$ cat src/mscp_pkg.sv
/*
 Shared constants and types for the measurement sync and
 post-processing command block. Assumes a 32-bit register port.
*/
package mscp_pkg;
   // Register byte offsets
   localparam logic [7:0] OFS_CMD = 8'h00;
   localparam logic [7:0] OFS_OUT = 8'h04;
   localparam logic [7:0] OFS_STB = 8'h08;
   localparam logic [7:0] OFS_ESR = 8'h0C;
   localparam logic [7:0] OFS_SCALE = 8'h10;
   localparam logic [7:0] OFS_OFFSET = 8'h14;
   localparam logic [7:0] OFS_LIM_HI = 8'h18;
   localparam logic [7:0] OFS_LIM_LO = 8'h1C;
   localparam logic [7:0] OFS_CTRL = 8'h20;
   localparam logic [7:0] OFS_STAT = 8'h24;
   // Event and status byte bit positions
   localparam int ESR_OPC = 0;
   localparam int ESR_DDE = 3;
   localparam int ESR_CME = 5;
   localparam int STB_MAV = 4;
   localparam int STB_ESB = 5;
   localparam int STB_MSS = 6;
   // Control register bit positions
   localparam int CTL_LOCAL = 0;
   localparam int CTL_MATH = 1;
   localparam int CTL_LIMIT = 2;
   localparam int CTL_AUTO = 3;
   // Reset values and fixed figures
   localparam logic [15:0] SCALE_RST = 16'h0001;
   localparam logic [15:0] PARAM_RST = 16'h0000;
   localparam logic [7:0] COUNT_RST = 8'h0A;
   localparam logic [7:0] OPC_ANSWER = 8'h01;
   localparam int QDEPTH = 4;
   // Command opcodes
   typedef enum logic [3:0] {
      OP_NOP = 4'h0, OP_WAIT = 4'h1, OP_OPCQ = 4'h2, OP_OPC = 4'h3,
      OP_INIT = 4'h4, OP_RESET = 4'h5, OP_CLS = 4'h6, OP_ESE = 4'h7,
      OP_SRE = 4'h8, OP_STATQ = 4'h9, OP_RECOMP = 4'hA, OP_AUTO = 4'hB,
      OP_STATEN = 4'hC, OP_COUNT = 4'hD, OP_AUTOTRIG = 4'hE
   } mscp_op_t;
   // Queued command: opcode and byte argument
   typedef struct packed {
      mscp_op_t op;
      logic [7:0] arg;
   } mscp_cmd_t;
   // Post-processing settings handed to the math unit
   typedef struct packed {
      logic math_en;
      logic limit_en;
      logic [15:0] scale;
      logic [15:0] offset;
      logic [15:0] lim_hi;
      logic [15:0] lim_lo;
   } mscp_pp_cfg_t;
   // Executor states
   typedef enum logic [1:0] {
      EX_RUN = 2'b00, EX_HOLD = 2'b01, EX_OPCQ = 2'b10
   } mscp_ex_t;
endpackage : mscp_pkg

$ cat src/mscp_run_ctr.sv
/*
 Measurement run tracker: counts completed measurements of one run.
 Assumes done pulses from the front end and statistics unit.
*/
`timescale 1ns/1ps
`default_nettype none
module mscp_run_ctr
   import mscp_pkg::*;
(
   // Clock and reset
   input wire logic clk,
   input wire logic rst_n,
   input wire logic ce,
   // Run control
   input wire logic start,
   input wire logic [7:0] run_len,
   input wire logic stats_en,
   // Completion pulses
   input wire logic meas_done,
   input wire logic stat_done,
   // Run state
   output logic busy,
   output logic run_done,
   output logic [7:0] meas_cnt
);
   logic busy_q, busy_d, sw_q, sw_d, done_q, done_d;
   logic [7:0] cnt_q, cnt_d;
   wire [7:0] cnt_inc = cnt_q + 8'h01; // Next measurement count
   // Zero length behaves as a single measurement
   wire [7:0] len = (run_len == 8'h00) ? 8'h01 : run_len;
   wire last = busy_q && !sw_q && meas_done && (cnt_inc == len);
   // Run ends after last measurement, or after statistics when they are enabled
   wire fin = (last && !stats_en) || (sw_q && stat_done);

   assign busy_d = start ? 1'b1 : (fin ? 1'b0 : busy_q);
   assign sw_d = start ? 1'b0 : (last && stats_en) ? 1'b1 : (fin ? 1'b0 : sw_q);
   assign cnt_d = start ? 8'h00 : (busy_q && !sw_q && meas_done) ? cnt_inc : cnt_q;
   assign done_d = fin && !start;

   // State flops, frozen while ce is low
   always_ff @(posedge clk or negedge rst_n)
   begin
      if (!rst_n)
      begin
         busy_q <= 1'b0;
         sw_q <= 1'b0;
         cnt_q <= 8'h00;
         done_q <= 1'b0;
      end
      else if (ce)
      begin
         busy_q <= busy_d;
         sw_q <= sw_d;
         cnt_q <= cnt_d;
         done_q <= done_d;
      end
   end

   assign busy = busy_q;
   assign run_done = done_q;
   assign meas_cnt = cnt_q;

   a_run_count_full:
      assert property (@(posedge clk) disable iff (!rst_n) run_done |-> cnt_q == len)
      else $error("run ended before its measurement count");
endmodule : mscp_run_ctr
`default_nettype wire

$ cat src/mscp_status.sv
/*
 Event status, masks and status byte with service request summary.
 Assumes one-cycle set pulses and clear strobes from the executor.
*/
`timescale 1ns/1ps
`default_nettype none
module mscp_status
   import mscp_pkg::*;
(
   // Clock and reset
   input wire logic clk,
   input wire logic rst_n,
   input wire logic ce,
   // Event inputs and controls
   input wire logic [7:0] esr_set,
   input wire logic esr_clr,
   input wire logic ese_we,
   input wire logic sre_we,
   input wire logic [7:0] mask_val,
   input wire logic mav,
   // Status outputs
   output logic [7:0] esr,
   output logic [7:0] ese,
   output logic [7:0] sre,
   output logic [7:0] stb,
   output logic srq
);
   logic [7:0] esr_q, ese_q, sre_q;
   // Hardware set wins over a clear in the same cycle
   wire [7:0] esr_d = (esr_clr ? 8'h00 : esr_q) | esr_set;
   wire esb = |(esr_q & ese_q);
   wire [7:0] stb_lo = {2'b00, esb, mav, 4'h0};
   // Request bit never enables itself
   wire mss = |(stb_lo & sre_q);

   // Event register and masks
   always_ff @(posedge clk or negedge rst_n)
   begin
      if (!rst_n)
      begin
         esr_q <= 8'h00;
         ese_q <= 8'h00;
         sre_q <= 8'h00;
      end
      else if (ce)
      begin
         esr_q <= esr_d;
         if (ese_we)
            ese_q <= mask_val;
         if (sre_we)
            sre_q <= mask_val;
      end
   end

   assign esr = esr_q;
   assign ese = ese_q;
   assign sre = sre_q;
   assign stb = stb_lo | {1'b0, mss, 6'h00};
   assign srq = mss;
endmodule : mscp_status
`default_nettype wire

$ cat src/mscp_top.sv
/*
 Command queue, executor and post-processing control of a
 measurement instrument. Assumes a register port with one-cycle
 strobes and read data one cycle later, and done pulses from the
 measurement front end and statistics unit, and a limit flag from the math unit.
*/
// Our own choices: strobed register access and the placing of the registers.
`timescale 1ns/1ps
`default_nettype none
// Overview of operation
// - Wait command holds later commands until idle
// - Commands keep queueing during a wait
// - Other instruments' traffic passes without delay
// - Completion query answers 1 when all done
// - Event mask 1 summarizes completion event
// - Request mask 32 raises service request
// - Armed completion event set at run end
// - Statistics over exactly the configured count with auto trigger on, else over one
// - One initiate runs count measurements with auto trigger on, else one
// - Statistics query queued behind a wait waits for run end
// - Reset turns automatic recompute off
// - Every new measurement refreshes the result
// - Settings writes alone never recompute when auto and local are off
// - Auto mode recomputes on each setting write
// - Auto writes apply at once, may flag
// - Recompute command gives one final result
// - Local entry enables math or limits
// - Request mask 32 selects event summary
module mscp_top
   import mscp_pkg::*;
(
   // Clock, reset and clock enable
   input wire logic clk,
   input wire logic rst_n,
   input wire logic ce,
   // Register port
   input wire logic [7:0] addr,
   input wire logic [31:0] wdata,
   input wire logic we,
   input wire logic re,
   output logic [31:0] rdata,
   // Measurement front end and statistics unit
   output logic meas_start,
   input wire logic meas_done,
   input wire logic stat_done,
   input wire logic [7:0] stat_result,
   // Math and limit unit
   output logic recalc,
   output mscp_pp_cfg_t pp_cfg,
   input wire logic limit_fail,
   // Bus service request
   output logic srq,
   // Traffic for other instruments
   input wire logic peer_in_valid,
   input wire logic [7:0] peer_in_data,
   output logic peer_out_valid,
   output logic [7:0] peer_out_data
);
   // Opcode match, used by every command decode
   function automatic logic op_is(input mscp_cmd_t c, input mscp_op_t o);
      return c.op == o;
   endfunction : op_is

   // Register strobes
   wire wr_cmd = we && (addr == OFS_CMD);
   wire wr_scale = we && (addr == OFS_SCALE);
   wire wr_offset = we && (addr == OFS_OFFSET);
   wire wr_hi = we && (addr == OFS_LIM_HI);
   wire wr_lo = we && (addr == OFS_LIM_LO);
   wire wr_ctrl = we && (addr == OFS_CTRL);
   wire rd_out = re && (addr == OFS_OUT);
   wire rd_esr = re && (addr == OFS_ESR);
   wire wr_math = wr_scale || wr_offset; // Scale or offset write
   wire wr_lim = wr_hi || wr_lo; // Limit write
   wire param_we = wr_math || wr_lim; // Any setting write

   // Command queue storage and pointers
   mscp_cmd_t q_mem [QDEPTH];
   logic [1:0] wp_q, rp_q;
   logic [2:0] qc_q, qc_d;
   // Executor state
   mscp_ex_t ex_q, ex_d;
   // Output buffer
   logic [7:0] out_q, out_d;
   logic out_v_q, out_v_d;
   // Run configuration
   logic stats_en_q, autotrig_q;
   logic [7:0] count_q;
   // Post-processing settings
   logic [15:0] scale_q, offset_q, hi_q, lo_q;
   logic math_q, limit_q, auto_q, local_q;
   // Completion event arming and pulses
   logic opc_arm_q, recalc_q, start_q;
   logic peer_v_q;
   logic [7:0] peer_d_q;
   logic [31:0] rdata_q;
   // Wires from the two helper units
   logic run_busy, run_done;
   logic [7:0] meas_cnt, esr, ese, sre, stb;

   // Queue head and push/pop
   wire mscp_cmd_t head = q_mem[rp_q];
   wire q_full = (qc_q == 3'(QDEPTH));
   wire q_has = (qc_q != 3'h0);
   // Commands are taken in even while execution is held
   wire push = wr_cmd && !q_full;
   wire overflow = wr_cmd && q_full;
   // Only a running executor may issue the head
   wire exec_go = q_has && (ex_q == EX_RUN);
   wire pop = exec_go;
   wire fire_wait = exec_go && op_is(head, OP_WAIT);
   wire fire_opcq = exec_go && op_is(head, OP_OPCQ);
   wire fire_opc = exec_go && op_is(head, OP_OPC);
   wire fire_init = exec_go && op_is(head, OP_INIT);
   wire fire_reset = exec_go && op_is(head, OP_RESET);
   wire fire_cls = exec_go && op_is(head, OP_CLS);
   wire fire_ese = exec_go && op_is(head, OP_ESE);
   wire fire_sre = exec_go && op_is(head, OP_SRE);
   wire fire_statq = exec_go && op_is(head, OP_STATQ);
   wire fire_recomp = exec_go && op_is(head, OP_RECOMP);
   wire fire_auto = exec_go && op_is(head, OP_AUTO);
   wire fire_staten = exec_go && op_is(head, OP_STATEN);
   wire fire_count = exec_go && op_is(head, OP_COUNT);
   wire fire_trig = exec_go && op_is(head, OP_AUTOTRIG);
   // Query answer once nothing is pending
   wire opcq_done = (ex_q == EX_OPCQ) && !run_busy;

   // Queue count
   assign qc_d = qc_q + 3'(push) - 3'(pop);

   // Executor transitions
   always_comb
   begin
      ex_d = ex_q;
      unique case (ex_q)
         EX_RUN:
         begin
            if (fire_wait)
               ex_d = EX_HOLD;
            else if (fire_opcq)
               ex_d = EX_OPCQ;
         end
         EX_HOLD:
         begin
            // Release only when the run and its statistics are done
            if (!run_busy)
               ex_d = EX_RUN;
         end
         EX_OPCQ:
         begin
            if (!run_busy)
               ex_d = EX_RUN;
         end
         default: ex_d = EX_RUN;
      endcase
   end

   // Output buffer: a new answer replaces an unread one
   assign out_d = opcq_done ? OPC_ANSWER : (fire_statq ? stat_result : out_q);
   assign out_v_d = (opcq_done || fire_statq) || (out_v_q && !rd_out);

   // Queue storage, one slot per generate step
   genvar gi;
   generate
      for (gi = 0; gi < QDEPTH; gi++)
      begin : g_slot
         always_ff @(posedge clk or negedge rst_n)
         begin
            if (!rst_n)
               q_mem[gi] <= '0;
            else if (ce && push && (wp_q == 2'(gi)))
               q_mem[gi] <= wdata[11:0];
         end
      end
   endgenerate

   // Queue pointers, executor state and answer buffer
   always_ff @(posedge clk or negedge rst_n)
   begin
      if (!rst_n)
      begin
         wp_q <= 2'h0;
         rp_q <= 2'h0;
         qc_q <= 3'h0;
         ex_q <= EX_RUN;
         out_q <= 8'h00;
         out_v_q <= 1'b0;
      end
      else if (ce)
      begin
         wp_q <= wp_q + 2'(push);
         rp_q <= rp_q + 2'(pop);
         qc_q <= qc_d;
         ex_q <= ex_d;
         out_q <= out_d;
         out_v_q <= out_v_d;
      end
   end

   // Run configuration and completion arming
   always_ff @(posedge clk or negedge rst_n)
   begin
      if (!rst_n)
      begin
         stats_en_q <= 1'b0;
         autotrig_q <= 1'b0;
         count_q <= COUNT_RST;
         opc_arm_q <= 1'b0;
         start_q <= 1'b0;
      end
      else if (ce)
      begin
         stats_en_q <= fire_reset ? 1'b0 : (fire_staten ? head.arg[0] : stats_en_q);
         autotrig_q <= fire_reset ? 1'b0 : (fire_trig ? head.arg[0] : autotrig_q);
         count_q <= fire_count ? head.arg : count_q;
         // Arm on the command, fire at the end of the following run
         opc_arm_q <= fire_opc || (opc_arm_q && !run_done && !fire_cls);
         start_q <= fire_init;
      end
   end

   // Length of the run that one initiate starts
   wire [7:0] run_len = autotrig_q ? count_q : 8'h01;

   // Run tracker
   mscp_run_ctr u_run (
      .clk(clk),
      .rst_n(rst_n),
      .ce(ce),
      .start(fire_init),
      .run_len(run_len),
      .stats_en(stats_en_q),
      .meas_done(meas_done),
      .stat_done(stat_done),
      .busy(run_busy),
      .run_done(run_done),
      .meas_cnt(meas_cnt)
   );

   // Events into the status register
   wire [7:0] esr_set = (8'(opc_arm_q && run_done) << ESR_OPC)
                      | (8'(limit_fail) << ESR_DDE)
                      | (8'(overflow) << ESR_CME);

   // Status register, masks and service request
   mscp_status u_stat (
      .clk(clk),
      .rst_n(rst_n),
      .ce(ce),
      .esr_set(esr_set),
      .esr_clr(rd_esr || fire_cls),
      .ese_we(fire_ese),
      .sre_we(fire_sre),
      .mask_val(head.arg),
      .mav(out_v_q),
      .esr(esr),
      .ese(ese),
      .sre(sre),
      .stb(stb),
      .srq(srq)
   );

   // Settings with local-entry auto enables
   wire math_set = local_q && wr_scale;
   wire limit_set = local_q && wr_lim;
   // Recompute causes; nothing else may recompute
   wire recalc_d = meas_done
                 || (param_we && (auto_q || local_q))
                 || fire_recomp;

   // Post-processing settings
   always_ff @(posedge clk or negedge rst_n)
   begin
      if (!rst_n)
      begin
         scale_q <= SCALE_RST;
         offset_q <= PARAM_RST;
         hi_q <= PARAM_RST;
         lo_q <= PARAM_RST;
         math_q <= 1'b0;
         limit_q <= 1'b0;
         auto_q <= 1'b0;
         local_q <= 1'b0;
         recalc_q <= 1'b0;
      end
      else if (ce)
      begin
         // Each setting write lands at once, no staging
         if (wr_scale)
            scale_q <= wdata[15:0];
         if (wr_offset)
            offset_q <= wdata[15:0];
         if (wr_hi)
            hi_q <= wdata[15:0];
         if (wr_lo)
            lo_q <= wdata[15:0];
         if (fire_reset)
         begin
            auto_q <= 1'b0;
            math_q <= 1'b0;
            limit_q <= 1'b0;
         end
         else if (wr_ctrl)
         begin
            math_q <= wdata[CTL_MATH];
            limit_q <= wdata[CTL_LIMIT];
            auto_q <= wdata[CTL_AUTO];
         end
         else
         begin
            math_q <= math_q || math_set;
            limit_q <= limit_q || limit_set;
            auto_q <= fire_auto ? head.arg[0] : auto_q;
         end
         if (wr_ctrl)
            local_q <= wdata[CTL_LOCAL];
         recalc_q <= recalc_d;
      end
   end

   // Traffic for other instruments never sees the hold
   always_ff @(posedge clk or negedge rst_n)
   begin
      if (!rst_n)
      begin
         peer_v_q <= 1'b0;
         peer_d_q <= 8'h00;
      end
      else if (ce)
      begin
         peer_v_q <= peer_in_valid;
         peer_d_q <= peer_in_data;
      end
   end

   // Read data select
   wire [31:0] rd_mux =
      (addr == OFS_OUT) ? {23'h0, out_v_q, out_q} :
      (addr == OFS_STB) ? {24'h0, stb} :
      (addr == OFS_ESR) ? {24'h0, esr} :
      (addr == OFS_SCALE) ? {16'h0, scale_q} :
      (addr == OFS_OFFSET) ? {16'h0, offset_q} :
      (addr == OFS_LIM_HI) ? {16'h0, hi_q} :
      (addr == OFS_LIM_LO) ? {16'h0, lo_q} :
      (addr == OFS_CTRL) ? {28'h0, auto_q, limit_q, math_q, local_q} :
      (addr == OFS_STAT) ? {8'h0, meas_cnt, ese, 1'b0, qc_q, opc_arm_q, run_busy, ex_q} :
      32'h0000_0000;

   // Read data register, valid the cycle after the strobe
   always_ff @(posedge clk or negedge rst_n)
   begin
      if (!rst_n)
         rdata_q <= 32'h0000_0000;
      else if (ce && re)
         rdata_q <= rd_mux;
   end

   assign rdata = rdata_q;
   assign meas_start = start_q;
   assign recalc = recalc_q;
   assign pp_cfg = '{math_q, limit_q, scale_q, offset_q, hi_q, lo_q};
   assign peer_out_valid = peer_v_q;
   assign peer_out_data = peer_d_q;

   // Checks on the command path and status
   a_wait_holds_exec:
      assert property (@(posedge clk) disable iff (!rst_n)
         ce && fire_wait && run_busy |=> ex_q == EX_HOLD ##0 !exec_go)
      else $error("wait did not hold execution");
   a_queue_accepts_held:
      assert property (@(posedge clk) disable iff (!rst_n)
         ce && push && !pop |=> qc_q == $past(qc_q) + 3'h1)
      else $error("command lost while held");
   a_peer_no_delay:
      assert property (@(posedge clk) disable iff (!rst_n)
         ce && peer_in_valid |=> peer_out_valid && peer_out_data == $past(peer_in_data))
      else $error("peer traffic delayed");
   a_opcq_answer_one:
      assert property (@(posedge clk) disable iff (!rst_n)
         ce && opcq_done |=> out_v_q && out_q == OPC_ANSWER)
      else $error("completion query did not answer 1");
   a_query_waits_run:
      assert property (@(posedge clk) disable iff (!rst_n)
         ex_q != EX_RUN && run_busy |-> !fire_statq && !out_v_d || out_v_q)
      else $error("query ran before run end");
   a_srq_from_esb:
      assert property (@(posedge clk) disable iff (!rst_n)
         sre[STB_ESB] && (|(esr & ese)) |-> srq && stb[STB_ESB])
      else $error("event summary did not raise request");
   a_opc_event_set:
      assert property (@(posedge clk) disable iff (!rst_n)
         ce && opc_arm_q && run_done |=> esr[ESR_OPC])
      else $error("armed completion event not set");
   a_reset_auto_off:
      assert property (@(posedge clk) disable iff (!rst_n)
         ce && fire_reset |=> !auto_q)
      else $error("reset left auto recompute on");
   a_meas_recalc:
      assert property (@(posedge clk) disable iff (!rst_n)
         ce && meas_done |=> recalc)
      else $error("new measurement not recomputed");
   a_no_silent_recalc:
      assert property (@(posedge clk) disable iff (!rst_n)
         ce && !meas_done && !fire_recomp && !(param_we && (auto_q || local_q)) |=> !recalc)
      else $error("recompute without cause");
   c_wait_release: cover property (@(posedge clk) ex_q == EX_HOLD ##1 ex_q == EX_RUN);
   c_opcq_answer: cover property (@(posedge clk) opcq_done);
   c_srq_raised: cover property (@(posedge clk) $rose(srq));
endmodule : mscp_top
`default_nettype wire

$ cat config.mk
export PLATFORM = sky130hd
export DESIGN_NAME = mscp_top
export DESIGN_NICKNAME = d
export VERILOG_FILES = /design/src/mscp_pkg.sv /design/src/mscp_run_ctr.sv /design/src/mscp_status.sv /design/src/mscp_top.sv
export SDC_FILE = /design/constraint.sdc
export NUM_CORES = 1
export LEC_CHECK = 0
export BUFFER_PORTS_ARGS = -buffer_cell sky130_fd_sc_hd__buf_2
export CAP_MARGIN = 30
export CORE_ASPECT_RATIO = 0.8
export CORE_MARGIN = 2
export CORE_UTILIZATION = 30
export CTS_CLUSTER_SIZE = 40
export DETAILED_ROUTE_END_ITERATION = 10
export GPL_ROUTABILITY_DRIVEN = 1
export PLACE_DENSITY = 0.46
export SLEW_MARGIN = 20
export SYNTH_ARGS = -nofsm -noshare
export SYNTH_HDL_FRONTEND = slang
export SYNTH_SLANG_ARGS = --single-unit
$ cat constraint.sdc
create_clock -name clk -period 3.3 [get_ports clk]
set_input_delay 0.165 -clock clk [delete_from_list [all_inputs] [get_ports clk]]
set_output_delay 0.165 -clock clk [all_outputs]
set_load 0.1 [all_outputs]
==> results.txt, run 1 <==
The run finished with clean final reports. The end of the worst register-to-register path is recalc$_DFFE_PN0P_. The final estimated routing congestion in global placement came out at 0.796. The final sum of negative setup slack came out at 0 ns.

The clock network latency to the later pin of the worst-skew pair came out at 0.55 ns. The worst-case IR drop observed on VDD is between 300 and 400 uV. The worst setup path is launched from a flip-flop.

The chip width came out at slightly above 200 um. The length in cells of the worst reg-to-reg path is 6. In the final layout, the share of cells above drive strength 1 is 0.391. The most used flip-flop cell after synthesis is sky130_fd_sc_hd__dfrtp_1. The number of buffers added by the clock tree synthesis step came out at 23. The power density relative to cell area came out at 543 nW/um^2.

Of the total power, registers draw 0.432. The TritonCTS clock tree is built. The hold slack came out at 0.0186 ns. The fraction of the core area covered by cells at the end of the flow is 0.373. Before CTS, the worst setup slack after placement is around 0.63 ns.

STA classifies the critical path endpoint as a flip-flop. Leaving out fill and tap cells, the most frequent cell in the layout is sky130_fd_sc_hd__dfrtp_1. The top cell types in the final layout, fill and taps aside, are sky130_fd_sc_hd__dfrtp_1 (201), sky130_fd_sc_hd__buf_2 (149), sky130_fd_sc_hd__mux2_2 (145), sky130_fd_sc_hd__nand2_1 (74), sky130_fd_sc_hd__a21oi_1 (40).

In this run the deepest clock path goes through 3 buffers. The post-detailed-route DRC marker count came out at 0. The count of flip-flops with a built-in enable after synthesis is 0. The number of top-level design ports came out at 175.

The residual antenna-violating net count after detailed routing came out at 0. The ratio of routed vias to standard cells came out at 5.02. The number of clock sinks came out at 204. The count of instances resized after the clock tree is built is 0.

The pin count of the biggest net entering global routing is 74. The total overflow reported by the global router came out at 0. Setup slack on the worst reg-to-reg path comes out at 0.55 ns. The actual transition at the worst max-transition pin came out at about 0.75 ns. The critical-path maximum fanout came out at 8.

The critical path is of the reg2reg type. The number of input and output port buffers inserted is 150. The post-synthesis sequential area ratio is 0.523.

The detail-routed net length per standard cell is 21.5 um. 0 antenna diodes ended up in the layout. The final-stage net count is 1,065. The synthesized instance count is 805. The final routed wirelength across all metal layers came out at 30,900 um.

The number of placement rows is 59. The internal power contribution is 0.00450 W. The fraction of the mapped netlist area in compound gates came out at 0.106.

The XOR/XNOR share of the synthesized area is 0.0122. The share of flip-flops with an asynchronous set or reset came out at 1.00. The shortest period the worst path allows is 2.75 ns. The die covers 34,000 um^2. The initial core utilization is 0.303. The area fraction in and, or, nand and nor cells after synthesis came out at 0.107. The wire-length estimate of the detail-placed layout is 21,900 um.

Clock-pin slew was measured on the worst setup and hold paths at roughly 0.06 ns. The via total after detailed routing came out at 7,204. The flip-flop and latch count after synthesis is 204. On the final layout, the worst clock skew is 0.0285 ns. The maximum clock frequency came out at between 300 and 400 MHz. In this run the cell area of the synthesized design comes to 9760 um^2. The class of the tightest hold or removal check is in2reg.

The first-iteration detailed-routing DRC count came out at around 420. The depth of the CTS H-tree came out at 1. The average cell area after synthesis came out at 12.1 um^2. The number of global-route vias before repair is 7,074. The die is 165 um tall.

The number of max-capacitance violations reported is 0. The switching part of the total power is 0.311. Power comes to 0.00653 W.

After synthesis, the largest family of logic cells by area is multiplexers. The worst path required time is 3.71 ns. The fraction of power consumed by the clock network is 0.391. The net switching power is 0.00203 W. The worst relative slew slack came out at 0.489.

The wire length of the first global-routing pass is 46,000 um. Of the total synthesized cell area, the portion taken by full adders, half adders and majority gates is 0.0110. The post-synthesis to final-layout area growth is 23.3%. Across every metal layer, demand over resource in global routing totals 0.182.

Setup repair after global routing left no endpoint under its margin. The endpoint of the most critical setup path is recalc$_DFFE_PN0P_. The launch instance of the worst register-to-register path is rp_q[0]$_DFFE_PN0P_. The final-report setup violation count came out at 0. The max-slew violation total from the final report came to 0. Tracing the worst setup path back leads to its startpoint at rp_q[0]$_DFFE_PN0P_. The relative contribution of combinational cells to total power is 0.178. In the post-route analysis, the smallest setup slack over all paths is ~0.55 ns. The static leakage is 5.86 nW. STA puts the critical path data arrival time at 3.17 ns. The iteration count of the initial detailed-routing pass came out at 5. The unique cell type count in the Yosys netlist is 78. Dividing the final minimum period by the clock period gives 0.835. The post-synthesis mux area share is 0.207. The number of antenna violations at the first check in global routing came out at 1. The number of endpoints with negative hold slack in the final report is 0. The tree is rooted in a sky130_fd_sc_hd__clkbuf_16. The yosys synthesis warning count came out at 0. The core box area came out at between 30,000 and 40,000 um^2.
cell type report:
type                       count  area (um^2)
clock buffer                  34          657
clock inverter                 7         78.8
sequential                   204         5110
tap                          427          534
fill                        3193        20200
timing repair buffer         205         1260
multi-input combinational    548         4360
inverter                      10         37.5
power groups by stage:
| stage | sequential (W) | combinational (W) | clock, W |
|---|---|---|---|
| 4_1_cts | 0.00282 | 0.00118 | 0.00262 |
| 3_5_place_dp | 0.00286 | 0.00115 | 0 |
| 3_3_place_gp | 0.00286 | 0.00113 | 0 |
| 2_1_floorplan | 0.00305 | 0.000605 | 0 |
| 5_1_grt | 0.00284 | 0.00128 | 0.00273 |
| 6_report | 0.00282 | 0.00116 | 0.00255 |
critical path: stages, from the launching register on:
cell and delay [ns]:
sky130_fd_sc_hd__dfrtp_1 0.68, sky130_fd_sc_hd__mux4_2 0.69, sky130_fd_sc_hd__and2b_1 0.25, sky130_fd_sc_hd__nor2b_1 0.14
sky130_fd_sc_hd__nor3_1 0.20, sky130_fd_sc_hd__a21oi_1 0.10, sky130_fd_sc_hd__dlygate4sd3_1 0.56
worst min-delay path by stage:
| stage | to | from | slack (ns) | cells past startpoint |
|---|---|---|---|---|
| 4_1_cts | u_run.busy$_DFFE_PN0P_ | stat_done | 0.007 | 4 |
| 2_1_floorplan | auto_q$_DFFE_PN0P_ | rst_n | -0.13 | 0 |
| 6_report | u_run.busy$_DFFE_PN0P_ | stat_done | 0.02 | 4 |
| 3_5_place_dp | rdata[22]$_DFFE_PN0P_ | rst_n | 0.25 | 1 |
| 3_3_place_gp | rdata[19]$_DFFE_PN0P_ | rst_n | 0.25 | 1 |
| 5_1_grt | hi_q[9]$_DFFE_PN0P_ | wdata[9] | 0.02 | 2 |
sequential cells by signal, summed over array words and instances (netlist names), 2 cells and up:
name / cells
out_q: 8
scale_q: 16
u_stat.ese: 8
lo_q: 16
offset_q: 16
u_stat.esr: 3
u_stat.sre: 2
qc_q: 3
rp_q: 2
wp_q: 2
ex_q: 2
u_run.meas_cnt: 8
rdata: 24
q_mem: 48
peer_out_data: 8
count_q: 8
hi_q: 16
what timing repair did:
| item | in CTS | in global routing |
|---|---|---|
| hold buffers | 29 | 0 |
| setup buffers | 0 | 0 |
| hold endpoints to repair | 132 | 0 |
cells in the mapped netlist, types with 7 or more instances:
master,number,area (um^2)
sky130_fd_sc_hd__dfrtp_1,201,5030
sky130_fd_sc_hd__mux2_2,145,1630
sky130_fd_sc_hd__nand2_1,74,278
sky130_fd_sc_hd__a21oi_1,40,200
sky130_fd_sc_hd__o21ai_0,36,180
sky130_fd_sc_hd__nor2_1,34,128
sky130_fd_sc_hd__clkbuf_1,17,63.8
sky130_fd_sc_hd__buf_4,14,105
sky130_fd_sc_hd__a22oi_1,13,97.6
sky130_fd_sc_hd__mux4_2,13,293
sky130_fd_sc_hd__a22o_1,12,105
sky130_fd_sc_hd__a31oi_1,11,68.8
sky130_fd_sc_hd__nand3_1,11,55.1
sky130_fd_sc_hd__nor3_1,11,55.1
sky130_fd_sc_hd__buf_2,10,50.1
sky130_fd_sc_hd__o31ai_1,10,75.1
sky130_fd_sc_hd__xnor2_1,10,87.6
sky130_fd_sc_hd__inv_1,9,33.8
sky130_fd_sc_hd__mux2i_1,8,80.1
sky130_fd_sc_hd__nor2b_1,8,50.1
sky130_fd_sc_hd__ha_1,7,87.6
sky130_fd_sc_hd__nor4_1,7,43.8
logic make-up after synthesis:
family / count (synthesis)
AO/OA/AOI/OAI: 159
XOR/XNOR: 12
adder cells (fa/ha/maj): 8
buffers and inverters: 60
flip-flops: 204
multiplexers: 167
other: 1
AND/OR/NAND/NOR: 194
metal layers:
layer / global-route usage / share of wire / up-vias
li1: - / - / 3330
met1: 0.275 / 0.50 / 3665
met2: 0.260 / 0.42 / 177
met3: 0.0485 / 0.066 / 32
met4: 0.0307 / 0.013 / 0
met5: 0 / 0 / -
through the flow:
stage / std cells / area (um^2)
2_1_floorplan: 812 / 9790
3_3_place_gp: 1365 / 11000
3_5_place_dp: 1365 / 11000
4_1_cts: 1435 / 12000
5_1_grt: 1435 / 12000
6_report: 1435 / 12000
Power figures use the tool's default switching activity.
==> run 2, diff against run 1 <==
--- a/config.mk
+++ b/config.mk
@@ -5,6 +5,7 @@
 export SDC_FILE = /design/constraint.sdc
 export NUM_CORES = 1
 export LEC_CHECK = 0
+export ABC_AREA = 1
 export BUFFER_PORTS_ARGS = -buffer_cell sky130_fd_sc_hd__buf_2
 export CAP_MARGIN = 30
 export CORE_ASPECT_RATIO = 0.8
@@ -13,7 +14,7 @@
 export CTS_CLUSTER_SIZE = 40
 export DETAILED_ROUTE_END_ITERATION = 10
 export GPL_ROUTABILITY_DRIVEN = 1
-export PLACE_DENSITY = 0.46
+export PLACE_DENSITY = 0.48
 export SLEW_MARGIN = 20
 export SYNTH_ARGS = -nofsm -noshare
 export SYNTH_HDL_FRONTEND = slang
==> constraint.sdc (replaced) <==
create_clock -name clk -period 2.3 [get_ports clk]
set_input_delay 0.115 -clock clk [delete_from_list [all_inputs] [get_ports clk]]
set_output_delay 0.115 -clock clk [all_outputs]
set_load 0.1 [all_outputs]
==> results.txt, run 2 <==
The flow ran to the end, but the final reports show violations. The final reports fail on negative hold slack. The number of top-level design ports is 175. The post-detailed-route DRC marker count came out at 0. The number of input and output port buffers inserted came out at 150. The initial utilization of the core area, before any placement, comes to 0.305.

The critical-path maximum fanout came out at 4. The critical path goes through o31ai_4 -> inv_1 -> ha_1 -> inv_1 -> ha_1 -> fa_1 -> a21oi_1 -> o21ai_1 -> xor2_1. The via total after detailed routing is 8,502. The maximum clock frequency is 457 MHz.

The final estimated routing congestion in global placement came out at 0.830. The wire length of the first global-routing pass is 47,500 um. Entering global routing, the biggest net connects between 80 and 90 pins.

The final routed wirelength across all metal layers came out at 30,500 um. The max-slew violation total from the final report is 0. The chip width is 204 um. Setup repair after global routing left no endpoint under its margin. The iteration count of the initial detailed-routing pass is 5. The fraction of layout cells with a size suffix above 1 came out at 0.222. The most critical setup path has its endpoint at qc_q[2]$_DFFE_PN0P_.

On the final layout, the worst hold slack is -0.00459 ns. The number of antenna violations at the first check in global routing is 0. At the end of the flow the core is filled with cells to 0.387. Ranked by total cell area, the synthesized netlist is headed by sky130_fd_sc_hd__dfrtp_1 (52%), sky130_fd_sc_hd__nand2_1 (13%), sky130_fd_sc_hd__o21ai_0 (8.8%).

The clock network latency to the later pin of the worst-skew pair is 0.53 ns. The post-synthesis sequential area ratio came out at 0.531. Among all flip-flop cells after synthesis, the most frequent one is sky130_fd_sc_hd__dfrtp_1.

In the routed layout, each cell is associated on average with a via count of 4.76. The flip-flop and latch count after synthesis came out at about 200. The first-iteration detailed-routing DRC count is 677. The count of flip-flops with a built-in enable after synthesis came out at 0. The estimated wirelength of the detail-placed design came out at 22,400 um. The static leakage came out at ~6.1 nW.

The actual transition at the worst max-transition pin came out at 0.708 ns. sky130_fd_sc_hd__nand2_1 is the most common cell in the netlist. The path class of the tightest hold or removal check is in2reg. The cell area after layout came out at 12,200 um^2. In this run the worst setup path begins at qc_q[0]$_DFFE_PN0P_. The floorplan die area came out at 33,500 um^2. The worst hold path cell count is 3.

For this design the ratio of total power to cell area is a little over 900 nW/um^2. Counting flops with an async set or reset pin after synthesis yields a share of 1.00. The count of antenna diodes in the layout came out at 0. The length in cells of the worst reg-to-reg path came out at 9. The number of endpoints with negative hold slack in the final report was 3. The number of placement rows came out at 58.

The final cycle utilization of the critical path came out at 0.951. The tree is rooted in a sky130_fd_sc_hd__clkbuf_16. Counting flops per register, the top entry is q_mem. After routing, the total negative slack on setup checks comes to 0 ns. The global-route usage over all layers came out at 0.182. After the last flow step, the layout net total stands at 1,422. By count the netlist is led by sky130_fd_sc_hd__nand2_1 (321), sky130_fd_sc_hd__dfrtp_1 (201), sky130_fd_sc_hd__o21ai_0 (169). The residual antenna-violating net count after detailed routing is 0. The worst setup path is launched from a flip-flop. The synthesized instance count came out at 1,136. During synthesis, Yosys emitted a total of 0 warnings. IR analysis of the VDD net gives a maximum drop of 540 uV.

The finished layout holds between 1,500 and 2,000 standard cells, fillers aside. Leaving out fill and tap cells, the most frequent cell in the layout is sky130_fd_sc_hd__nand2_1. The hold path startpoint is wdata[10]. The number of clock sinks is about 200.

The kind of critical path is reg2reg. The worst setup path is captured at a flip-flop. In this run the mean area of a mapped cell was 8.47 um^2. The core box area is 31,500 um^2. After clock tree synthesis, the clock-pin slew on the worst setup and hold paths is 0.07 ns. The worst relative slew slack is 0.528. The final-report setup violation count is 0. The number of placed instances with taps included is 1,716. The post-synthesis to final-layout area growth is 26.7%. The number of global-route vias before repair is between 8,000 and 9,000. The tool flagged a number of max-cap violations equal to 0. The end of the worst register-to-register path is qc_q[2]$_DFFE_PN0P_. The combined area of all synthesized cells came out at between 9000 and 10,000 um^2. The number of setup buffers added after CTS is 0. The depth of the CTS H-tree is 1.

The worst path required time is 2.71 ns. The placed standard-cell area came out at 11,100 um^2. For this run the aggregate overflow at the end of global routing stands at 0. The unique cell type count in the Yosys netlist is 47. Counting the buffers created by CTS gives 24. The top cell types in the final layout, fill and taps aside, are sky130_fd_sc_hd__nand2_1 (321), sky130_fd_sc_hd__dfrtp_1 (200), sky130_fd_sc_hd__o21ai_0 (167), sky130_fd_sc_hd__buf_2 (149), sky130_fd_sc_hd__inv_1 (111). The slowest library cell on the worst path is sky130_fd_sc_hd__dfrtp_2. In this run the critical register-to-register path is launched from qc_q[0]$_DFFE_PN0P_. TritonCTS built the clock tree. The worst clock skew came out at between 0.02 and 0.03 ns. The register-to-register setup slack is 0.11 ns. The largest stage delay on the critical path came out at 0.45 ns. The share of synthesized area in the top cell type comes to 0.523. The y dimension of the die is 164 um. The shortest period the worst path allows came out at 2.19 ns. The biggest area consumer among synthesized cells is sky130_fd_sc_hd__dfrtp_1. The register with the most flip-flops in the layout has 48 of them.

The detail-routed net length per standard cell is 17.1 um. The data arrival time of the worst path is 2.60 ns. Counting along the longest clock path gives a buffer depth of 3.
==> run 2: final cells by class <==
cell class / instances / area [um^2]
clock inverters: 11 / 91.3
well taps: 420 / 526
inverters: 121 / 457
fillers: 3257 / 19300
multi-input cells: 762 / 3790
clock buffers: 31 / 667
flip-flops and latches: 204 / 5110
repair buffers: 236 / 1550
==> run 2: worst max-delay path, delay by kind of cell (launching register included) <==
family / cells / cell delay, ns
AOI/OAI and AO/OA: 3 / 0.46
DFF: 1 / 0.45
xor gates and xnor gates: 1 / 0.15
adders and majority gates: 3 / 0.88
buffers and inverters: 2 / 0.13
==> run 2: repair_timing <==
action | in CTS | in global routing
endpoints found under the hold margin | 110 | 0
hold buffers | 27 | 0
endpoints found under the setup margin | 0 | 4
resized for setup | 0 | 5
==> run 2: power by group <==
part | leakage [nW] | switching [W] | internal, W
Sequential | 2.70 | 0.000292 | 0.00402
Clock | 0.384 | 0.00153 | 0.00215
Combinational | 3.03 | 0.00235 | 0.000992
==> run 2: worst min-delay path by stage <==
stage | end | slack (ns)
4_1_cts | q_mem[11]$_DFFE_PN0P_ | 0.001
3_3_place_gp | rdata[12]$_DFFE_PN0P_ | 0.22
2_1_floorplan | auto_q$_DFFE_PN0P_ | -0.18
3_5_place_dp | rdata[12]$_DFFE_PN0P_ | 0.22
5_1_grt | scale_q[10]$_DFFE_PN0P_ | 0.03
6_report | scale_q[10]$_DFFE_PN0P_ | -0.005
==> run 2: cells by family after synthesis <==
family	count (synthesis)	share of synthesized area
AOI/OAI and AO/OA	284	0.165
xor gates and xnor gates	5	0.00455
adders and majority gates	8	0.0112
buffers and inverters	177	0.0803
DFF	204	0.531
muxes	5	0.00585
other	1	0.000390
and+or+nand+nor	452	0.202
==> run 2: per-stage QoR <==
step	power, W	setup slack [ns]	hold WS [ns]
global route	0.0120	0.00509	0.0317
global placement	0.00768	-0.0578	0.220
finish	0.0113	0.113	-0.00459
floorplan	0.00657	0.0639	-0.181
CTS	0.0115	0.0641	0.00144
detailed placement	0.00769	-0.0821	0.216
==> run 2: routing by layer <==
layer	vias up	track usage	routed length [um]
met5	-	0	0
met4	0	0.0464	658
met3	35	0.0258	1790
met2	239	0.268	12800
met1	4077	0.278	15200
li1	4151	-	-
==> run 3, diff against run 2 <==
--- a/config.mk
+++ b/config.mk
@@ -14,6 +14,7 @@
 export CTS_CLUSTER_SIZE = 40
 export DETAILED_ROUTE_END_ITERATION = 10
 export GPL_ROUTABILITY_DRIVEN = 1
+export HOLD_SLACK_MARGIN = 0.06
 export PLACE_DENSITY = 0.48
 export SLEW_MARGIN = 20
 export SYNTH_ARGS = -nofsm -noshare
==> results.txt, run 3 (synthesis gave the netlist of run 2 again) <==
The run finished with clean final reports. After clock tree synthesis, the clock-pin slew on the worst setup and hold paths is 0.07 ns. The number of global-route vias before repair is 8,112. The library cell used most frequently in the layout, excluding fill and tap cells, is sky130_fd_sc_hd__nand2_1. STA puts the critical path data arrival time at 2.64 ns. The final sum of negative setup slack is 0 ns. In this run, the number of DRC markers left after iteration 0 of detailed routing was 532. The wire length of the first global-routing pass is 47,600 um. The final cycle utilization of the critical path came out at 0.972. On the final layout, the worst hold slack is 0.124 ns.

The chip width is 204 um. The maximum clock frequency came out at 447 MHz. The filler cell count in the final layout came out at 3,244. The register with the most flip-flops in the layout has 48 of them. The residual antenna-violating net count after detailed routing came out at 0. After layout, the minimum clock period comes to 2.24 ns. Using the TritonRoute via totals, the vias-per-cell ratio works out to roughly 4.8. The number of endpoints with negative hold slack in the final report came out at 0.

Across the VDD grid, the largest voltage drop is 536 uV. The floorplan die area is 33,500 um^2. Setup repair after global routing could not meet its margin everywhere. After global routing the overflow that remains totals 0. Row generation in the floorplan step produced between 50 and 60 rows. The iteration count of the initial detailed-routing pass is 5. The max-slew violation total from the final report is 0.

Timing analysis after detailed placement gives a worst setup slack of -0.0821 ns. The post-synthesis to final-layout area growth came out at 28.1%. The path class of the tightest hold or removal check is in2reg.

The cell sitting at the root of the clock tree is a sky130_fd_sc_hd__clkbuf_16. The number of buffers added by the clock tree synthesis step is 24. The clock network latency to the later pin of the worst-skew pair is ~0.53 ns. The number of input and output port buffers inserted is 150. The final-stage net count is between 1,000 and 1,500.

The initial core utilization is 0.305. TritonCTS built the clock tree. More flip-flops sit in one register than any other, and that register is q_mem. After detailed routing, the number of remaining DRC violations is 0. The critical-path maximum fanout is 4. The worst relative slew slack came out at 0.521. The actual transition at the worst max-transition pin is around 0.72 ns.

After layout, the worst setup slack is around 0.064 ns. The critical path capture point type is a flip-flop. Data on the critical path is required at its endpoint by ~2.7 ns. The routed layout has 8,586 vias. The worst clock skew is 0.0289 ns.

In this run the count of I/O pins placed on the die edge is 175. The detail-routed net length per standard cell came out at 17.0 um. In this run the number of H-tree levels came out at 1. Entering global routing, the biggest net connects 81 pins. On the critical path, the stage with the largest delay is an instance of sky130_fd_sc_hd__dfrtp_1.

The estimated wirelength of the detail-placed design came out at 22,400 um. The setup path with the least slack is of type reg2reg. The number of buffers on the longest clock path is 3. Traced cell by cell, the critical path runs through o31ai_4 -> inv_1 -> ha_1 -> inv_1 -> ha_1 -> fa_1 -> a21oi_1 -> o21ai_0 -> xor2_1. For this design the static power due to leakage is between 6 and 7 nW. The final routed wirelength across all metal layers came out at ~31,000 um. The largest stage delay on the critical path is 0.46 ns.

The power density relative to cell area came out at 922 nW/um^2. The y dimension of the die came out at about 160 um. 0 antenna diodes ended up in the layout. For this design, the sink count on the clock tree is 204.

The fraction of layout cells with a size suffix above 1 came out at 0.219. The number of antenna violations at the first check in global routing is 0. Max-cap violations in this run came to 0. The final estimated routing congestion in global placement is 0.830. In the layout the commonest cells are sky130_fd_sc_hd__nand2_1 (321), sky130_fd_sc_hd__dfrtp_1 (201), sky130_fd_sc_hd__o21ai_0 (168), sky130_fd_sc_hd__buf_2 (149), sky130_fd_sc_hd__inv_1 (111).

The core box area came out at 31,500 um^2. The worst setup path is launched from a flip-flop. The global-route usage over all layers came out at 0.183.

Among cell families on the critical path, the largest total delay comes from adder cells. The number of buffers and inverters on the critical path is 2. The final-report setup violation count came out at 0.
-- run 3: metrics by stage --
stage / total power [W] / area (um^2) / utilization / instances
after floorplan: 0.00657 / 9660 / - / 1143
after global placement: 0.00768 / 11100 / 0.354 / 1716
after detailed placement: 0.00769 / 11100 / 0.354 / 1716
after CTS: 0.0115 / 12300 / 0.391 / 1798
after global routing: 0.0120 / 12300 / 0.391 / 1798
final: 0.0114 / 12300 / 0.391 / 1798
-- run 3: worst reg2reg max path, cell delays in order, from the launching register on --
cell	delay, ns
sky130_fd_sc_hd__dfrtp_1	0.46
sky130_fd_sc_hd__o31ai_4	0.25
sky130_fd_sc_hd__inv_1	0.09
sky130_fd_sc_hd__ha_1	0.28
sky130_fd_sc_hd__inv_1	0.04
sky130_fd_sc_hd__ha_1	0.19
sky130_fd_sc_hd__fa_1	0.40
sky130_fd_sc_hd__a21oi_1	0.14
sky130_fd_sc_hd__o21ai_0	0.11
sky130_fd_sc_hd__xor2_1	0.16
-- run 3: path summary, 6_finish.rpt --
| path | to | from | cells past startpoint | slack [ns] |
|---|---|---|---|---|
| worst max-delay path | qc_q[2]$_DFFE_PN0P_ | qc_q[0]$_DFFE_PN0P_ | 9 | 0.06 |
| worst min-delay path | offset_q[0]$_DFFE_PN0P_ | wdata[0] | 3 | 0.12 |
| worst max register to register | qc_q[2]$_DFFE_PN0P_ | qc_q[0]$_DFFE_PN0P_ | 9 | 0.06 |
| worst min register to register | peer_out_data[0]$_DFFE_PN0P_ | peer_out_data[0]$_DFFE_PN0P_ | 2 | 0.47 |
| max in group asynchronous | peer_out_data[3]$_DFFE_PN0P_ | rst_n | 3 | 1.35 |
| min in group asynchronous | rdata[14]$_DFFE_PN0P_ | rst_n | 2 | 0.21 |
-- run 3: layout make-up --
type                            instances  area [um^2]  share of cell area
Sequential cell                       204         5110               0.415
Clock inverter                         11         91.3             0.00741
Timing Repair Buffer                  249         1680               0.136
Multi-Input combinational cell        762         3790               0.308
Tap cell                              420          526              0.0427
Inverter                              121          457              0.0371
Clock buffer                           31          667              0.0541
-- run 3: where the power goes --
part	switching [W]	internal, W	total, W
registers	0.000293	0.00402	0.00431
clock network	0.00153	0.00215	0.00368
logic	0.00236	0.00100	0.00336
total	0.00418	0.00717	0.0114
-- run 3: repair_timing --
action / in CTS / in global routing
hold buffers: 40 / 0
setup buffers: 0 / 0
setup endpoints to repair: 0 / 4
hold endpoints to repair: 166 / 0
resized for setup: 0 / 4
-- run 3: metal layers --
metal | track usage | vias to the layer above | routed length, um
met5 | 0 | - | 0
met4 | 0.0487 | 0 | 706
met3 | 0.0266 | 38 | 1810
met2 | 0.267 | 241 | 12800
met1 | 0.279 | 4128 | 15200
li1 | - | 4179 | -
